==> config.mk <==
export PLATFORM = sky130hd
export DESIGN_NAME = rse_top
export DESIGN_NICKNAME = d
export VERILOG_FILES = /design/src/rtl/rse_pkg.sv /design/src/rtl/rse_chan.sv /design/src/rtl/rse_fifo.sv /design/src/rtl/rse_top.sv
export VERILOG_INCLUDE_DIRS = /design/src /design/src/rtl
export SDC_FILE = /design/constraint.sdc
export NUM_CORES = 1
export LEC_CHECK = 0
export ABC_AREA = 1
export BUFFER_PORTS_ARGS = -buffer_cell sky130_fd_sc_hd__buf_4
export CELL_PAD_IN_SITES_DETAIL_PLACEMENT = 1
export CELL_PAD_IN_SITES_GLOBAL_PLACEMENT = 1
export CORE_ASPECT_RATIO = 1.25
export CORE_MARGIN = 10
export CORE_UTILIZATION = 32
export DETAILED_ROUTE_END_ITERATION = 10
export PLACE_DENSITY_LB_ADDON = 0.1
export SLEW_MARGIN = 40
export SYNTH_ARGS = -nofsm -noshare
export SYNTH_HDL_FRONTEND = slang
export SYNTH_SLANG_ARGS = --single-unit
export TNS_END_PERCENT = 20
==> constraint.sdc <==
create_clock -name core_clk_i -period 12.21 [get_ports core_clk_i]
set_input_delay 1.221 -clock core_clk_i [delete_from_list [all_inputs] [get_ports core_clk_i]]
set_output_delay 1.221 -clock core_clk_i [all_outputs]
set_load 0.02 [all_outputs]
==> src/rtl/rse_cfg.svh <==
/*
  Constants of the receive event logic: register offsets, field positions,
  reset values and sizes.
  Assumes it is included by bare name by the package and the port checker.
*/
`ifndef RSE_CFG_SVH
`define RSE_CFG_SVH

// register port
`define RSE_ADDR_W        6
`define RSE_DATA_W        8
`define RSE_OFF_CTRL      6'h06
`define RSE_OFF_EN        6'h07
`define RSE_OFF_STAT      6'h08
`define RSE_OFF_DATA_A    6'h09
`define RSE_OFF_VALID_A   6'h0A
`define RSE_OFF_DATA_B    6'h0B
`define RSE_OFF_VALID_B   6'h0C

// reset values
`define RSE_RST_BYTE      8'h00
`define RSE_RST_GAP       3'h0

// deserialiser control fields
`define RSE_GAP_W         3
`define RSE_GAP_MSB       2
`define RSE_GAP_LSB       0

// status bit positions
`define RSE_ST_VALID_B    7
`define RSE_ST_FLOW_B     6
`define RSE_ST_EOF_B      5
`define RSE_ST_FULL_B     4
`define RSE_ST_VALID_A    3
`define RSE_ST_FLOW_A     2
`define RSE_ST_EOF_A      1
`define RSE_ST_FULL_A     0

// enable bit positions
`define RSE_EN_UNF_B      7
`define RSE_EN_OVF_B      6
`define RSE_EN_EOF_B      5
`define RSE_EN_FULL_B     4
`define RSE_EN_UNF_A      3
`define RSE_EN_OVF_A      2
`define RSE_EN_EOF_A      1
`define RSE_EN_FULL_A     0

// sizes
`define RSE_BYTE_W        8
`define RSE_FIFO_DEPTH    16
`define RSE_FIFO_WIDTH    4

`endif

==> src/rtl/rse_pkg.sv <==
/*
  Types shared by the receive event logic.
  Assumes rse_cfg.svh is on the include path.
*/
`include "rse_cfg.svh"

package rse_pkg;

  // receiver framing state, one-hot
  typedef enum logic [1:0] {
    RSE_IDLE  = 2'b01,
    RSE_FRAME = 2'b10
  } rse_rx_state_t;

  typedef logic [`RSE_DATA_W-1:0] rse_byte_t;

endpackage

==> src/rtl/rse_chan.sv <==
/*
  One receive channel: frame tracking, end-of-frame detection, byte assembly
  and the holding register with its overflow and underflow events.
  Assumes one bit time per bit_stb_i pulse and a host read strobe on hold_rd_i.
*/
`timescale 1ns/100ps
`default_nettype none

module rse_chan
  import rse_pkg::*;
#(
  parameter int BYTE_W = `RSE_BYTE_W,
  parameter int GAP_W  = `RSE_GAP_W
) (
  input  wire logic              clk_i,
  input  wire logic              rst_n_i,
  input  wire logic              ce_i,
  input  wire logic              rx_en_i,
  input  wire logic [GAP_W-1:0]  gap_len_i,
  input  wire logic              bit_stb_i,
  input  wire logic              bit_data_i,
  input  wire logic              bit_ok_i,
  input  wire logic              hold_rd_i,
  output logic      [BYTE_W-1:0] hold_data_o,
  output logic      [BYTE_W-1:0] hold_mask_o,
  output logic                   load_o,
  output logic                   all_valid_o,
  output logic                   ovf_o,
  output logic                   unf_o,
  output logic                   eof_o
);

  localparam int IDX_W = $clog2(BYTE_W);

  generate
    if (BYTE_W < 2 || (1 << IDX_W) != BYTE_W || GAP_W < 1) begin : g_bad
      $error("rse_chan: BYTE_W must be a power of two >= 2");
    end
  endgenerate

  rse_rx_state_t     state;
  logic [IDX_W-1:0]  idx;
  logic [BYTE_W-1:0] shift_data;
  logic [BYTE_W-1:0] shift_mask;
  logic [GAP_W-1:0]  gap_cnt;
  logic              hold_full;

  // framing decode: the bit that makes the gap exceed the length ends it
  wire in_frame  = (state == RSE_FRAME);
  wire is_eof    = bit_stb_i & in_frame & ~bit_ok_i & (gap_cnt == gap_len_i);
  wire frame_bit = bit_stb_i & (bit_ok_i | (in_frame & ~is_eof));
  wire byte_done = frame_bit & (idx == IDX_W'(BYTE_W - 1));
  wire partial   = is_eof & (idx != '0);
  wire do_load   = byte_done | partial;

  // merge the current bit into the byte under assembly, bit 0 first on air
  wire [BYTE_W-1:0] bit_sel     = {{(BYTE_W-1){1'b0}}, 1'b1} << idx;
  wire [BYTE_W-1:0] merged_data = (shift_data & ~bit_sel) | (bit_data_i ? bit_sel : '0);
  wire [BYTE_W-1:0] merged_mask = (shift_mask & ~bit_sel) | (bit_ok_i ? bit_sel : '0);
  wire [BYTE_W-1:0] load_data   = byte_done ? merged_data : shift_data;
  wire [BYTE_W-1:0] load_mask   = byte_done ? merged_mask : shift_mask;

  // framing state, gap counter and shift registers
  always_ff @(posedge clk_i or negedge rst_n_i) begin
    if (!rst_n_i) begin
      state      <= RSE_IDLE;
      idx        <= '0;
      shift_data <= '0;
      shift_mask <= '0;
      gap_cnt    <= '0;
    end else if (ce_i) begin
      if (!rx_en_i || is_eof) begin
        state      <= RSE_IDLE;
        idx        <= '0;
        shift_data <= '0;
        shift_mask <= '0;
        gap_cnt    <= '0;
      end else if (frame_bit) begin
        state      <= RSE_FRAME;
        idx        <= byte_done ? '0 : idx + IDX_W'(1);
        shift_data <= byte_done ? '0 : merged_data;
        shift_mask <= byte_done ? '0 : merged_mask;
        gap_cnt    <= bit_ok_i ? '0 : gap_cnt + GAP_W'(1);
      end
    end
  end

  // holding register and its event pulses
  always_ff @(posedge clk_i or negedge rst_n_i) begin
    if (!rst_n_i) begin
      hold_data_o <= '0;
      hold_mask_o <= '0;
      hold_full   <= 1'b0;
      load_o      <= 1'b0;
      all_valid_o <= 1'b0;
      ovf_o       <= 1'b0;
      unf_o       <= 1'b0;
      eof_o       <= 1'b0;
    end else if (ce_i) begin
      load_o <= rx_en_i & do_load;
      ovf_o  <= rx_en_i & do_load & hold_full & ~hold_rd_i;
      unf_o  <= rx_en_i & hold_rd_i & ~hold_full;
      eof_o  <= rx_en_i & is_eof;
      if (!rx_en_i) begin
        hold_data_o <= '0;
        hold_mask_o <= '0;
        hold_full   <= 1'b0;
        all_valid_o <= 1'b0;
      end else if (do_load) begin
        hold_data_o <= load_data;
        hold_mask_o <= load_mask;
        hold_full   <= 1'b1;
        all_valid_o <= &load_mask;
      end else if (hold_rd_i) begin
        hold_full <= 1'b0;
      end
    end
  end

endmodule

`default_nettype wire

==> src/rtl/rse_fifo.sv <==
/*
  Flip-flop FIFO with valid/ready on both sides.
  Assumes one clock, a synchronous active-low reset copy and a clock enable.
*/
`timescale 1ns/100ps
`default_nettype none

module rse_fifo
  import rse_pkg::*;
#(
  parameter int WIDTH = `RSE_FIFO_WIDTH,
  parameter int DEPTH = `RSE_FIFO_DEPTH
) (
  input  wire logic             clk_i,
  input  wire logic             rst_n_i,
  input  wire logic             ce_i,
  input  wire logic             s_valid_i,
  input  wire logic [WIDTH-1:0] s_data_i,
  output var  logic             s_ready_o,
  output var  logic             m_valid_o,
  output logic      [WIDTH-1:0] m_data_o,
  input  wire logic             m_ready_i
);

  localparam int PTR_W = $clog2(DEPTH);
  localparam int CNT_W = $clog2(DEPTH + 1);

  // pointers wrap naturally only for a power-of-two depth
  generate
    if (DEPTH < 2 || (1 << PTR_W) != DEPTH || WIDTH < 1) begin : g_bad
      $error("rse_fifo: DEPTH must be a power of two >= 2");
    end
  endgenerate

  logic [WIDTH-1:0] mem [DEPTH];
  logic [PTR_W-1:0] wr_ptr;
  logic [PTR_W-1:0] rd_ptr;
  logic [CNT_W-1:0] count;
  wire              push = s_valid_i & s_ready_o;
  wire              pop  = m_valid_o & m_ready_i;
  wire  [CNT_W-1:0] next_count = count + CNT_W'(push) - CNT_W'(pop);

  assign m_data_o = mem[rd_ptr];

  // pointers, occupancy and the registered full/empty flags
  always_ff @(posedge clk_i or negedge rst_n_i) begin
    if (!rst_n_i) begin
      wr_ptr    <= '0;
      rd_ptr    <= '0;
      count     <= '0;
      s_ready_o <= 1'b0;
      m_valid_o <= 1'b0;
    end else if (ce_i) begin
      wr_ptr    <= wr_ptr + PTR_W'(push);
      rd_ptr    <= rd_ptr + PTR_W'(pop);
      count     <= next_count;
      s_ready_o <= (next_count != CNT_W'(DEPTH));
      m_valid_o <= (next_count != '0);
    end
  end

  // storage, written only on an accepted push
  always_ff @(posedge clk_i) begin
    if (ce_i && push) begin
      mem[wr_ptr] <= s_data_i;
    end
  end

endmodule

`default_nettype wire

==> src/rtl/rse_top.sv <==
/*
  Receive event logic of the byte deserialiser: control, enable and status
  registers, two receive channels and the bit FIFO in front of them.
  Assumes register accesses arrive already decoded from the serial host
  port as one-cycle read and write strobes with an address, and that the
  demodulator presents one bit time per accepted FIFO entry.
*/
// Notes on behaviour
// - enable bit 3 gates channel A underflow
// - enable bit 2 gates channel A overflow
// - enable bit 1 gates channel A end-of-frame
// - end of frame after valid bit, gap exceeded
// - zero gap ends on first invalid bit
// - status read clears pending end-of-frame
// - enable bit 0 gates channel A full
// - full on byte complete or mid-byte end of frame
// - status at 0x08, reset zero, B high
// - bit 7 shows channel B byte all valid
// - all-valid bit never raises the interrupt
// - bit 6 set on B overflow or underflow
// - flow violation pending until status read
// - bit 5 channel B end-of-frame, read clears
// - status polls without enables, zero outside receive
// - gap length from control bits 2..0
`timescale 1ns/100ps
`default_nettype none

module rse_top
  import rse_pkg::*;
#(
  parameter int FIFO_DEPTH = `RSE_FIFO_DEPTH
) (
  input  wire logic                   core_clk_i,
  input  wire logic                   rstn_i,
  input  wire logic                   ce_i,
  input  wire logic                   rx_en_i,
  input  wire logic                   bit_valid_i,
  input  wire logic                   bit_a_data_i,
  input  wire logic                   bit_a_ok_i,
  input  wire logic                   bit_b_data_i,
  input  wire logic                   bit_b_ok_i,
  output logic                        bit_ready_o,
  input  wire logic [`RSE_ADDR_W-1:0] reg_addr_i,
  input  wire logic                   reg_wr_i,
  input  wire logic                   reg_rd_i,
  input  wire logic [`RSE_DATA_W-1:0] reg_wdata_i,
  output var  logic [`RSE_DATA_W-1:0] reg_rdata_o,
  output var  logic                   irq_o
);

  // reset release through two flip-flops
  logic rst_meta;
  logic rst_n;

  always_ff @(posedge core_clk_i or negedge rstn_i) begin
    if (!rstn_i) begin
      rst_meta <= 1'b0;
      rst_n    <= 1'b0;
    end else if (ce_i) begin
      rst_meta <= 1'b1;
      rst_n    <= rst_meta;
    end
  end

  // register decode
  wire sel_ctrl    = (reg_addr_i == `RSE_OFF_CTRL);
  wire sel_en      = (reg_addr_i == `RSE_OFF_EN);
  wire sel_stat    = (reg_addr_i == `RSE_OFF_STAT);
  wire sel_data_a  = (reg_addr_i == `RSE_OFF_DATA_A);
  wire sel_valid_a = (reg_addr_i == `RSE_OFF_VALID_A);
  wire sel_data_b  = (reg_addr_i == `RSE_OFF_DATA_B);
  wire sel_valid_b = (reg_addr_i == `RSE_OFF_VALID_B);
  wire stat_rd     = reg_rd_i & sel_stat;
  wire hold_rd_a   = reg_rd_i & sel_data_a;
  wire hold_rd_b   = reg_rd_i & sel_data_b;

  // software-written registers
  logic [`RSE_GAP_W-1:0]  gap_len;
  logic [`RSE_DATA_W-1:0] enable;

  always_ff @(posedge core_clk_i or negedge rst_n) begin
    if (!rst_n) begin
      gap_len <= `RSE_RST_GAP;
      enable  <= `RSE_RST_BYTE;
    end else if (ce_i) begin
      if (reg_wr_i && sel_ctrl) begin
        gap_len <= reg_wdata_i[`RSE_GAP_MSB:`RSE_GAP_LSB];
      end
      if (reg_wr_i && sel_en) begin
        enable <= reg_wdata_i;
      end
    end
  end

  // bit FIFO: the drain pauses on a host read of status or a holding
  // register so that no byte lands on the same edge as that read
  logic [`RSE_FIFO_WIDTH-1:0] fifo_out;
  logic                       fifo_valid;
  wire                        drain_ready = ~(stat_rd | hold_rd_a | hold_rd_b);
  wire                        bit_stb     = fifo_valid & drain_ready;

  rse_fifo #(
    .WIDTH (`RSE_FIFO_WIDTH),
    .DEPTH (FIFO_DEPTH)
  ) u_fifo (
    .clk_i     (core_clk_i),
    .rst_n_i   (rst_n),
    .ce_i      (ce_i),
    .s_valid_i (bit_valid_i),
    .s_data_i  ({bit_b_ok_i, bit_b_data_i, bit_a_ok_i, bit_a_data_i}),
    .s_ready_o (bit_ready_o),
    .m_valid_o (fifo_valid),
    .m_data_o  (fifo_out),
    .m_ready_i (drain_ready)
  );

  // the two receive channels
  rse_byte_t data_a;
  rse_byte_t mask_a;
  rse_byte_t data_b;
  rse_byte_t mask_b;
  logic      load_a;
  logic      load_b;
  logic      allv_a;
  logic      allv_b;
  logic      ovf_a_ev;
  logic      ovf_b_ev;
  logic      unf_a_ev;
  logic      unf_b_ev;
  logic      eof_a_ev;
  logic      eof_b_ev;

  rse_chan #(
    .BYTE_W (`RSE_BYTE_W),
    .GAP_W  (`RSE_GAP_W)
  ) u_chan_a (
    .clk_i       (core_clk_i),
    .rst_n_i     (rst_n),
    .ce_i        (ce_i),
    .rx_en_i     (rx_en_i),
    .gap_len_i   (gap_len),
    .bit_stb_i   (bit_stb),
    .bit_data_i  (fifo_out[0]),
    .bit_ok_i    (fifo_out[1]),
    .hold_rd_i   (hold_rd_a),
    .hold_data_o (data_a),
    .hold_mask_o (mask_a),
    .load_o      (load_a),
    .all_valid_o (allv_a),
    .ovf_o       (ovf_a_ev),
    .unf_o       (unf_a_ev),
    .eof_o       (eof_a_ev)
  );

  rse_chan #(
    .BYTE_W (`RSE_BYTE_W),
    .GAP_W  (`RSE_GAP_W)
  ) u_chan_b (
    .clk_i       (core_clk_i),
    .rst_n_i     (rst_n),
    .ce_i        (ce_i),
    .rx_en_i     (rx_en_i),
    .gap_len_i   (gap_len),
    .bit_stb_i   (bit_stb),
    .bit_data_i  (fifo_out[2]),
    .bit_ok_i    (fifo_out[3]),
    .hold_rd_i   (hold_rd_b),
    .hold_data_o (data_b),
    .hold_mask_o (mask_b),
    .load_o      (load_b),
    .all_valid_o (allv_b),
    .ovf_o       (ovf_b_ev),
    .unf_o       (unf_b_ev),
    .eof_o       (eof_b_ev)
  );

  // pending flags: a new event wins over a clearing status read
  logic full_a;
  logic full_b;
  logic eof_a;
  logic eof_b;
  logic ovf_a;
  logic ovf_b;
  logic unf_a;
  logic unf_b;

  wire keep = ~stat_rd;
  wire next_full_a = rx_en_i & (load_a | (full_a & keep));
  wire next_full_b = rx_en_i & (load_b | (full_b & keep));
  wire next_eof_a  = rx_en_i & (eof_a_ev | (eof_a & keep));
  wire next_eof_b  = rx_en_i & (eof_b_ev | (eof_b & keep));
  wire next_ovf_a  = rx_en_i & (ovf_a_ev | (ovf_a & keep));
  wire next_ovf_b  = rx_en_i & (ovf_b_ev | (ovf_b & keep));
  wire next_unf_a  = rx_en_i & (unf_a_ev | (unf_a & keep));
  wire next_unf_b  = rx_en_i & (unf_b_ev | (unf_b & keep));

  // sources of the interrupt, laid out like the enable register
  logic [`RSE_DATA_W-1:0] next_src;

  always_comb begin
    next_src                = '0;
    next_src[`RSE_EN_UNF_B] = next_unf_b;
    next_src[`RSE_EN_OVF_B] = next_ovf_b;
    next_src[`RSE_EN_EOF_B] = next_eof_b;
    next_src[`RSE_EN_FULL_B] = next_full_b;
    next_src[`RSE_EN_UNF_A] = next_unf_a;
    next_src[`RSE_EN_OVF_A] = next_ovf_a;
    next_src[`RSE_EN_EOF_A] = next_eof_a;
    next_src[`RSE_EN_FULL_A] = next_full_a;
  end

  // the all-valid bits have no place among the sources
  wire next_irq = |(next_src & enable);

  // pending flags, all-valid bits and the interrupt line
  logic valid_a;
  logic valid_b;

  always_ff @(posedge core_clk_i or negedge rst_n) begin
    if (!rst_n) begin
      full_a  <= 1'b0;
      full_b  <= 1'b0;
      eof_a   <= 1'b0;
      eof_b   <= 1'b0;
      ovf_a   <= 1'b0;
      ovf_b   <= 1'b0;
      unf_a   <= 1'b0;
      unf_b   <= 1'b0;
      irq_o   <= 1'b0;
    end else if (ce_i) begin
      full_a  <= next_full_a;
      full_b  <= next_full_b;
      eof_a   <= next_eof_a;
      eof_b   <= next_eof_b;
      ovf_a   <= next_ovf_a;
      ovf_b   <= next_ovf_b;
      unf_a   <= next_unf_a;
      unf_b   <= next_unf_b;
      irq_o   <= next_irq;
    end
  end

  assign valid_a = allv_a;
  assign valid_b = allv_b;

  // status word, set regardless of enables and zero outside receive
  logic [`RSE_DATA_W-1:0] status;

  always_comb begin
    status                   = `RSE_RST_BYTE;
    status[`RSE_ST_VALID_B]  = valid_b;
    status[`RSE_ST_FLOW_B]   = ovf_b | unf_b;
    status[`RSE_ST_EOF_B]    = eof_b;
    status[`RSE_ST_FULL_B]   = full_b;
    status[`RSE_ST_VALID_A]  = valid_a;
    status[`RSE_ST_FLOW_A]   = ovf_a | unf_a;
    status[`RSE_ST_EOF_A]    = eof_a;
    status[`RSE_ST_FULL_A]   = full_a;
  end

  // read data selection, unmapped addresses read zero
  wire [`RSE_DATA_W-1:0] ctrl_word = {{(`RSE_DATA_W-`RSE_GAP_W){1'b0}}, gap_len};
  wire [`RSE_DATA_W-1:0] rd_mux =
    sel_ctrl    ? ctrl_word :
    sel_en      ? enable    :
    sel_stat    ? status    :
    sel_data_a  ? data_a    :
    sel_valid_a ? mask_a    :
    sel_data_b  ? data_b    :
    sel_valid_b ? mask_b    :
    `RSE_RST_BYTE;

  // read data is captured on the read strobe and held until the next read
  always_ff @(posedge core_clk_i or negedge rst_n) begin
    if (!rst_n) begin
      reg_rdata_o <= `RSE_RST_BYTE;
    end else if (ce_i && reg_rd_i) begin
      reg_rdata_o <= rd_mux;
    end
  end

endmodule

`default_nettype wire

==> flow_summary.yaml, run 1 <==
place:
  gp_congestion: 0.7440
  post-dp-hpwl_mm: 21.30
  postPlaceCellArea_sq_um: 10540
  portBuffers: 34
clocking:
  h-tree-depth: 1
  root_buffer: "clkbuf_16"
  cts_inserted_buffers: 23
  cts.path.max_buffers: 3
  cts_tree: "built"
  hold_buffers: 0
  postCtsSetupBuffers: 0
  cts_resized: 0
  clock_latency_ps: 520
  clk_pin_slew_ps: 60
  cts_sinks: 201
logic_synthesis:
  async_flop_share: 0.6816
  synth_edf_count: 64
  yosysWarnings: 0
  synth_largest_area_cell: "dfrtp_1"
  synth_top_area_share: 0.3393
  synth.most_common_cell: "nand2_1"
  ys_seq_area_frac: 0.5376
  yosysUniqueCellTypes: 48
  syn-num-nets: 1181
  yosys_register_bits: 201
  yosys-top-cells-area: "dfrtp_1, edfxtp_1, nand2_1"
  synth_common_cells: "nand2_1, dfrtp_1, o21ai_0"
  synth_area_per_cell_sq_um: 8.795
  syn_inst: 1132
  synthFlopType: "dfrtp_1"
  netlist_area_sq_um: 9956
global_route:
  grt_pass1_wl_mm: 48.57
  grt_pass1_vias: 8312
  grtUsageTotal: 0.1593
  overflow: 0
  antenna_found_initial: 0
  grt_max_degree: 63
power:
  switching_share: 0.3851
  ir_drop_mv: 0.1055
  combPwrFrac: 0.314
  clockPowerShare: 0.300
  p_per_area_nw_per_um2: 196.4
  cellLeakagePower_uw: 0.004916
  p_int_uw: 1359
  netSwitchingPower_uw: 851.1
  seq_power_share: 0.386
floorplan:
  die_w_microns: 177.8
  die_h_microns: 217.2
  coreArea_sq_um: 30810
  num_rows: 72
  initial_utilization: 0.3231
  io_pins: 35
  die_area_sq_um: 38610
route:
  route.vias.total: 7736
  route.met3.wl_microns: 722
  wl_met2_mm: 15.20
  vias_per_cell: 4.884
  drc_errors: 0
  drt-wirelength-per-cell_microns: 18.97
  wl_met1_mm: 13.54
  drtIter0Drc: 395
  wl_mm: 30.05
  first_pass_iters: 4
  top_layer: "met4"
  ant_nets: 0
worst_setup_path:
  cp-start-kind: "register"
  crit_fanout: 33
  crit_arrival_ps: 4050
  worstSetupPathType: "reg -> reg"
  cp-end-kind: "register"
  cp.required_ps: 12670
sta:
  setup_viol: 0
  fmax_mhz: 278.7
  slew_headroom: 0.5057
  final-max-slew-violation-count: 0
  period_needed_ps: 3588
  fin_skew_ps: 17.49
  hold_violations: 0
  min_period_over_period: 0.2938
  rsz0062_at_grt: "no"
  fin_setup_tns_ps: 0
  tightest_slew_ps: 741.5
outcome:
  status: "finished clean"
final_layout:
  drive_above_1_share: 0.1020
  design_area_sq_um: 11250
  nets: 1209
  fill_cells: 3659
  syn_to_final_growth_pct: 12.99
  diodes: 0
flow_run:
  cap_violations: 0
hold_path:
  min_path_type: "reg -> async"
stage by stage:
step / utilization / worst slack (ps) / total power, uW / std cells / hold WS (ps)
finish: 0.3651 / 8622 / 2210 / 1584 / 193.6
global placement: 0.3419 / 8255 / 1564 / 1542 / 189.0
detailed placement: 0.3421 / 8126 / 1576 / 1542 / 193.7
CTS: 0.3648 / 8384 / 2254 / 1584 / 202.3
global route: 0.3651 / 8243 / 2378 / 1584 / 217.3
floorplan: - / 8094 / 1353 / 1132 / 437.2
layer usage:
layer / up-vias / track usage
met5: - / 0
met4: 0 / 0.04397
met3: 30 / 0.01888
met2: 68 / 0.2800
met1: 3816 / 0.2011
li1: 3822 / -
registers in the layout, summed over array words and instances (netlist names), 2 cells and up:
name                  cells
u_chan_a.hold_data_o      8
reg_rdata_o               8
u_chan_b.state            2
u_chan_a.state            2
u_chan_a.idx              3
enable                    8
u_chan_b.idx              3
u_chan_a.shift_data       8
u_fifo.rd_ptr             4
u_chan_a.shift_mask       8
u_fifo.mem               64
u_chan_b.hold_data_o      8
u_fifo.count              5
u_chan_b.shift_data       8
u_chan_b.shift_mask       8
u_chan_a.gap_cnt          3
u_chan_a.hold_mask_o      8
u_fifo.wr_ptr             4
u_chan_b.hold_mask_o      8
u_chan_b.gap_cnt          3
gap_len                   3
power by group through the flow:
stage / registers (uW) / logic, uW / clock network [uW]
after floorplan: 842 / 510 / 0
after global placement: 866 / 698 / 0
after detailed placement: 866 / 710 / 0
after CTS: 854 / 713 / 687
after global routing: 866 / 795 / 717
final: 853 / 694 / 663
placed cells by master, fill, tap and decap left out, types with 4 or more instances in the layout:
| cell type | synthesis | routed |
|---|---|---|
| nor2_4 | 4 | 4 |
| a21oi_1 | 24 | 24 |
| o2111ai_1 | 5 | 5 |
| edfxtp_1 | 64 | 64 |
| ha_1 | 23 | 23 |
| nand4_1 | 7 | 7 |
| clkbuf_1 | 9 | 12 |
| inv_1 | 98 | 98 |
| xor2_1 | 9 | 9 |
| nor2_1 | 75 | 75 |
| dfrtp_1 | 135 | 134 |
| nor3_1 | 7 | 7 |
| clkbuf_16 | 0 | 23 |
| nand2_1 | 318 | 318 |
| mux2_2 | 4 | 4 |
| nand2_2 | 10 | 10 |
| buf_4 | 5 | 38 |
| nand3_1 | 85 | 85 |
| o21ai_0 | 125 | 125 |
| o211ai_1 | 8 | 8 |
| o22ai_1 | 7 | 7 |
| o21ai_1 | 34 | 34 |
| inv_2 | 10 | 10 |
| a22o_1 | 5 | 5 |
critical path: stages, from the launching register on:
cell,delay [ps]
dfrtp_1,820
buf_4,360
inv_4,190
nor2_1,130
nor3_1,50
nor2_1,180
nand2_2,130
nand2_4,210
nand2_2,100
nand3_4,300
inv_2,210
o21ai_0,420
nand2_1,120
nor2_1,140
nand2_1,80
nand2_1,50
path summary, 6_finish.rpt:
path                                                    from                                  end  slack, ps  cells past startpoint
worst max-delay path            u_fifo.rd_ptr[0]$_DFFE_PN0P_     u_chan_a.all_valid_o$_DFFE_PN0P_       8620                     15
worst min-delay path                       rst_n$_DFFE_PN0P_          u_fifo.count[3]$_DFFE_PN0P_        190                      0
worst max register to register  u_fifo.rd_ptr[0]$_DFFE_PN0P_     u_chan_a.all_valid_o$_DFFE_PN0P_       8620                     15
worst min register to register             rst_n$_DFFE_PN0P_          u_fifo.count[3]$_DFFE_PN0P_        190                      0
max in group asynchronous                  rst_n$_DFFE_PN0P_  u_chan_b.hold_mask_o[2]$_DFFE_PN0P_      10580                      2
min in group core_clk_i                 rst_meta$_DFFE_PN0P_                 rst_meta$_DFFE_PN0P_        470                      1
kinds of logic (layout without fill, tap and decap cells):
logic type / after synthesis / count (layout) / share of synthesized area
flops: 201 / 201 / 0.5376
mux: 4 / 4 / 0.004524
buf+inv: 146 / 191 / 0.06485
simple gates: 524 / 524 / 0.2265
compound gates: 221 / 221 / 0.1250
xor+xnor: 12 / 12 / 0.01056
fa+ha+maj: 24 / 24 / 0.03092
area by class of cell:
| cell class | count | area (sq um) | area share |
|---|---|---|---|
| clock inverters | 5 | 51.30 | 0.004560 |
| clock buffers | 37 | 648.1 | 0.05761 |
| well taps | 407 | 509.2 | 0.04527 |
| flip-flops and latches | 201 | 5356 | 0.4761 |
| multi-input cells | 785 | 3965 | 0.3525 |
| repair buffers | 40 | 307.8 | 0.02736 |
| inverters | 109 | 411.6 | 0.03659 |
Note: power is estimated with default switching activity, not from simulation.
==> run 2, diff against run 1 <==
==> constraint.sdc (replaced) <==
create_clock -name core_clk_i -period 3.2 [get_ports core_clk_i]
set_input_delay 0.32 -clock core_clk_i [delete_from_list [all_inputs] [get_ports core_clk_i]]
set_output_delay 0.32 -clock core_clk_i [all_outputs]
set_load 0.02 [all_outputs]
==> run 2 against run 1 <==
  * Non-clock buffer count is 25 higher
  * Core utilization up 1.1 points
  * Combinational power rose to 4.0 times the previous value
  * Hold slack lost 160 ps
  * Power rose to 4.0 times the previous value
  * Register-to-register slack worse by 8100 ps
  * Highest routed layer unchanged
==> flow_summary.yaml, run 2 (synthesis gave the netlist of run 1 again) <==
floorplan:
  coreArea_sq_um: 30810
  io_pins: 35
  num_rows: 72
  initial_utilization: 0.3231
  die_w_microns: 177.8
  die_h_microns: 217.2
  die_area_sq_um: 38610
power:
  netSwitchingPower_uw: 3364
  switching_share: 0.3769
  ir_drop_mv: 0.3723
  clockPowerShare: 0.328
  cellLeakagePower_uw: 0.005102
  seq_power_share: 0.358
  p_per_area_nw_per_um2: 769.9
  combPwrFrac: 0.314
  p_int_uw: 5561
clocking:
  postCtsSetupBuffers: 0
  cts.path.max_buffers: 3
  root_buffer: "clkbuf_16"
  h-tree-depth: 1
  cts_tree: "built"
  cts_inserted_buffers: 25
  cts_sinks: 201
  clock_latency_ps: 540
  clk_pin_slew_ps: 60
final_layout:
  instances_no_fill: 1613
  final_cell_mix: "nand2_1, dfrtp_1, o21ai_0, inv_1, nand3_1"
  drive_above_1_share: 0.1269
  nets: 1236
  utilization: 0.3763
  fill_cells: 3664
  register_area_sq_um: 5356
  design_area_sq_um: 11590
  largest_register_ffs: 64
  multi_input_area_sq_um: 3958
  syn_to_final_growth_pct: 16.44
  diodes: 0
  largest_register: "u_fifo.mem"
  final_common_cell: "nand2_1"
hold_path:
  holdPathStages: 2
  min_path_type: "in -> reg"
  hold_end: "enable[7]$_DFFE_PN0P_"
  min_from: "reg_wdata_i[7]"
global_route:
  grtUsageTotal: 0.1626
  antenna_found_initial: 0
  grt_pass1_wl_mm: 49.49
  grt_max_degree: 39
  overflow: 0
  grt_pass1_vias: 8570
sta:
  min_period_over_period: 0.8266
  fmax_mhz: 378.1
  slew_headroom: 0.6079
  rsz0062_at_grt: "no"
  period_needed_ps: 2645
  setup_viol: 0
  fin_setup_tns_ps: 0
  hold_violations: 0
  fin_skew_ps: 12.84
  tightest_slew_ps: 585.9
  final-max-slew-violation-count: 0
place:
  portBuffers: 34
  postPlaceCellArea_sq_um: 10730
  dpl.cell_count: 1564
  post-dp-hpwl_mm: 22.82
  gp_congestion: 0.7675
route:
  first_pass_iters: 4
  drc_errors: 0
  wl_mm: 30.70
  vias_per_cell: 4.901
  drtIter0Drc: 389
  ant_nets: 0
  drt-wirelength-per-cell_microns: 19.03
  route.vias.total: 7906
worst_setup_path:
  cp_slowest_cell: "dfrtp_1"
  cp-start-kind: "register"
  cp-end-kind: "register"
  r2r_start: "u_fifo.rd_ptr[0]$_DFFE_PN0P_"
  crit_path_start: "u_fifo.rd_ptr[0]$_DFFE_PN0P_"
  r2r_cells: 13
  r2r-end: "u_chan_b.hold_data_o[5]$_DFFE_PN0P_"
  cp.required_ps: 3650
  reg2reg_slack_ps: 550
  cp_cell_sequence: "inv_4 > nand2_1 > nand3_1 > nand3_1 > nand2_2 > nand2_4 > nand2_1 > nand3_2 > o21ai_2 > inv_2 > nor2_4 > o211ai_1 > o21ai_1"
  worstSetupPathType: "reg -> reg"
  crit_fanout: 32
  crit_arrival_ps: 3100
  cp_slowest_stage_delay_ps: 410
outcome:
  status: "finished clean"
flow_run:
  cap_violations: 0
[run 2: changes by cell type in the layout (fill, tap and decap cells not counted), sizes merged]
cell         before  now
buf              40   62
clkbuf           37   29
bufinv            1    4
dlygate4sd3       0    3
inv             110  111
clkinvlp          0    3
clkinv            3    8
[run 2: power groups by stage]
stage	sequential (uW)	clock, uW	combinational [uW]
3_5_place_dp	3250	0	2870
2_1_floorplan	3210	0	1950
5_1_grt	3240	3120	3220
3_3_place_gp	3260	0	2830
4_1_cts	3200	3020	2890
6_report	3200	2930	2800
[run 2: area by class of cell]
class / count / area share
flip-flops and latches: 201 / 0.4621
multi-input cells: 785 / 0.3414
clock buffers: 29 / 0.05526
repair buffers: 65 / 0.04490
well taps: 407 / 0.04393
inverters: 109 / 0.03551
clock inverters: 17 / 0.01695
[run 2: stage by stage]
stage               hold WS [ps]  setup WS, ps  total power, uW
finish                     38.22         555.0             8925
global placement           105.1         256.7             6085
global route               25.00         248.0             9577
detailed placement         105.2         226.0             6120
floorplan                  24.41         562.2             5161
CTS                        7.132         436.7             9110
[run 2: worst max path at each step]
stage / end / slack [ps]
6_report: u_chan_b.hold_data_o[5]$_DFFE_PN0P_ / 550
5_1_grt: u_chan_b.hold_data_o[1]$_DFFE_PN0P_ / 250
4_1_cts: u_chan_b.hold_data_o[5]$_DFFE_PN0P_ / 440
3_5_place_dp: u_fifo.s_ready_o$_DFFE_PN0P_ / 230
3_3_place_gp: u_fifo.s_ready_o$_DFFE_PN0P_ / 260
2_1_floorplan: u_fifo.s_ready_o$_DFFE_PN0P_ / 560
[run 2: per-layer routing]
metal,global-route usage,share of wire
met5,0,0
met4,0.04592,0.023
met3,0.01992,0.025
met2,0.2905,0.52
met1,0.2005,0.43
[run 2: timing repair]
item	CTS	global route
hold buffers	3	0
endpoints found under the hold margin	4	0
resized for setup	0	0
[run 2: critical path, delay by kind of cell (launching register included)]
family | cells | cell delay [ps]
DFF | 1 | 410
and+or+nand+nor | 8 | 1270
buffers and inverters | 2 | 350
AOI/OAI and AO/OA | 3 | 500
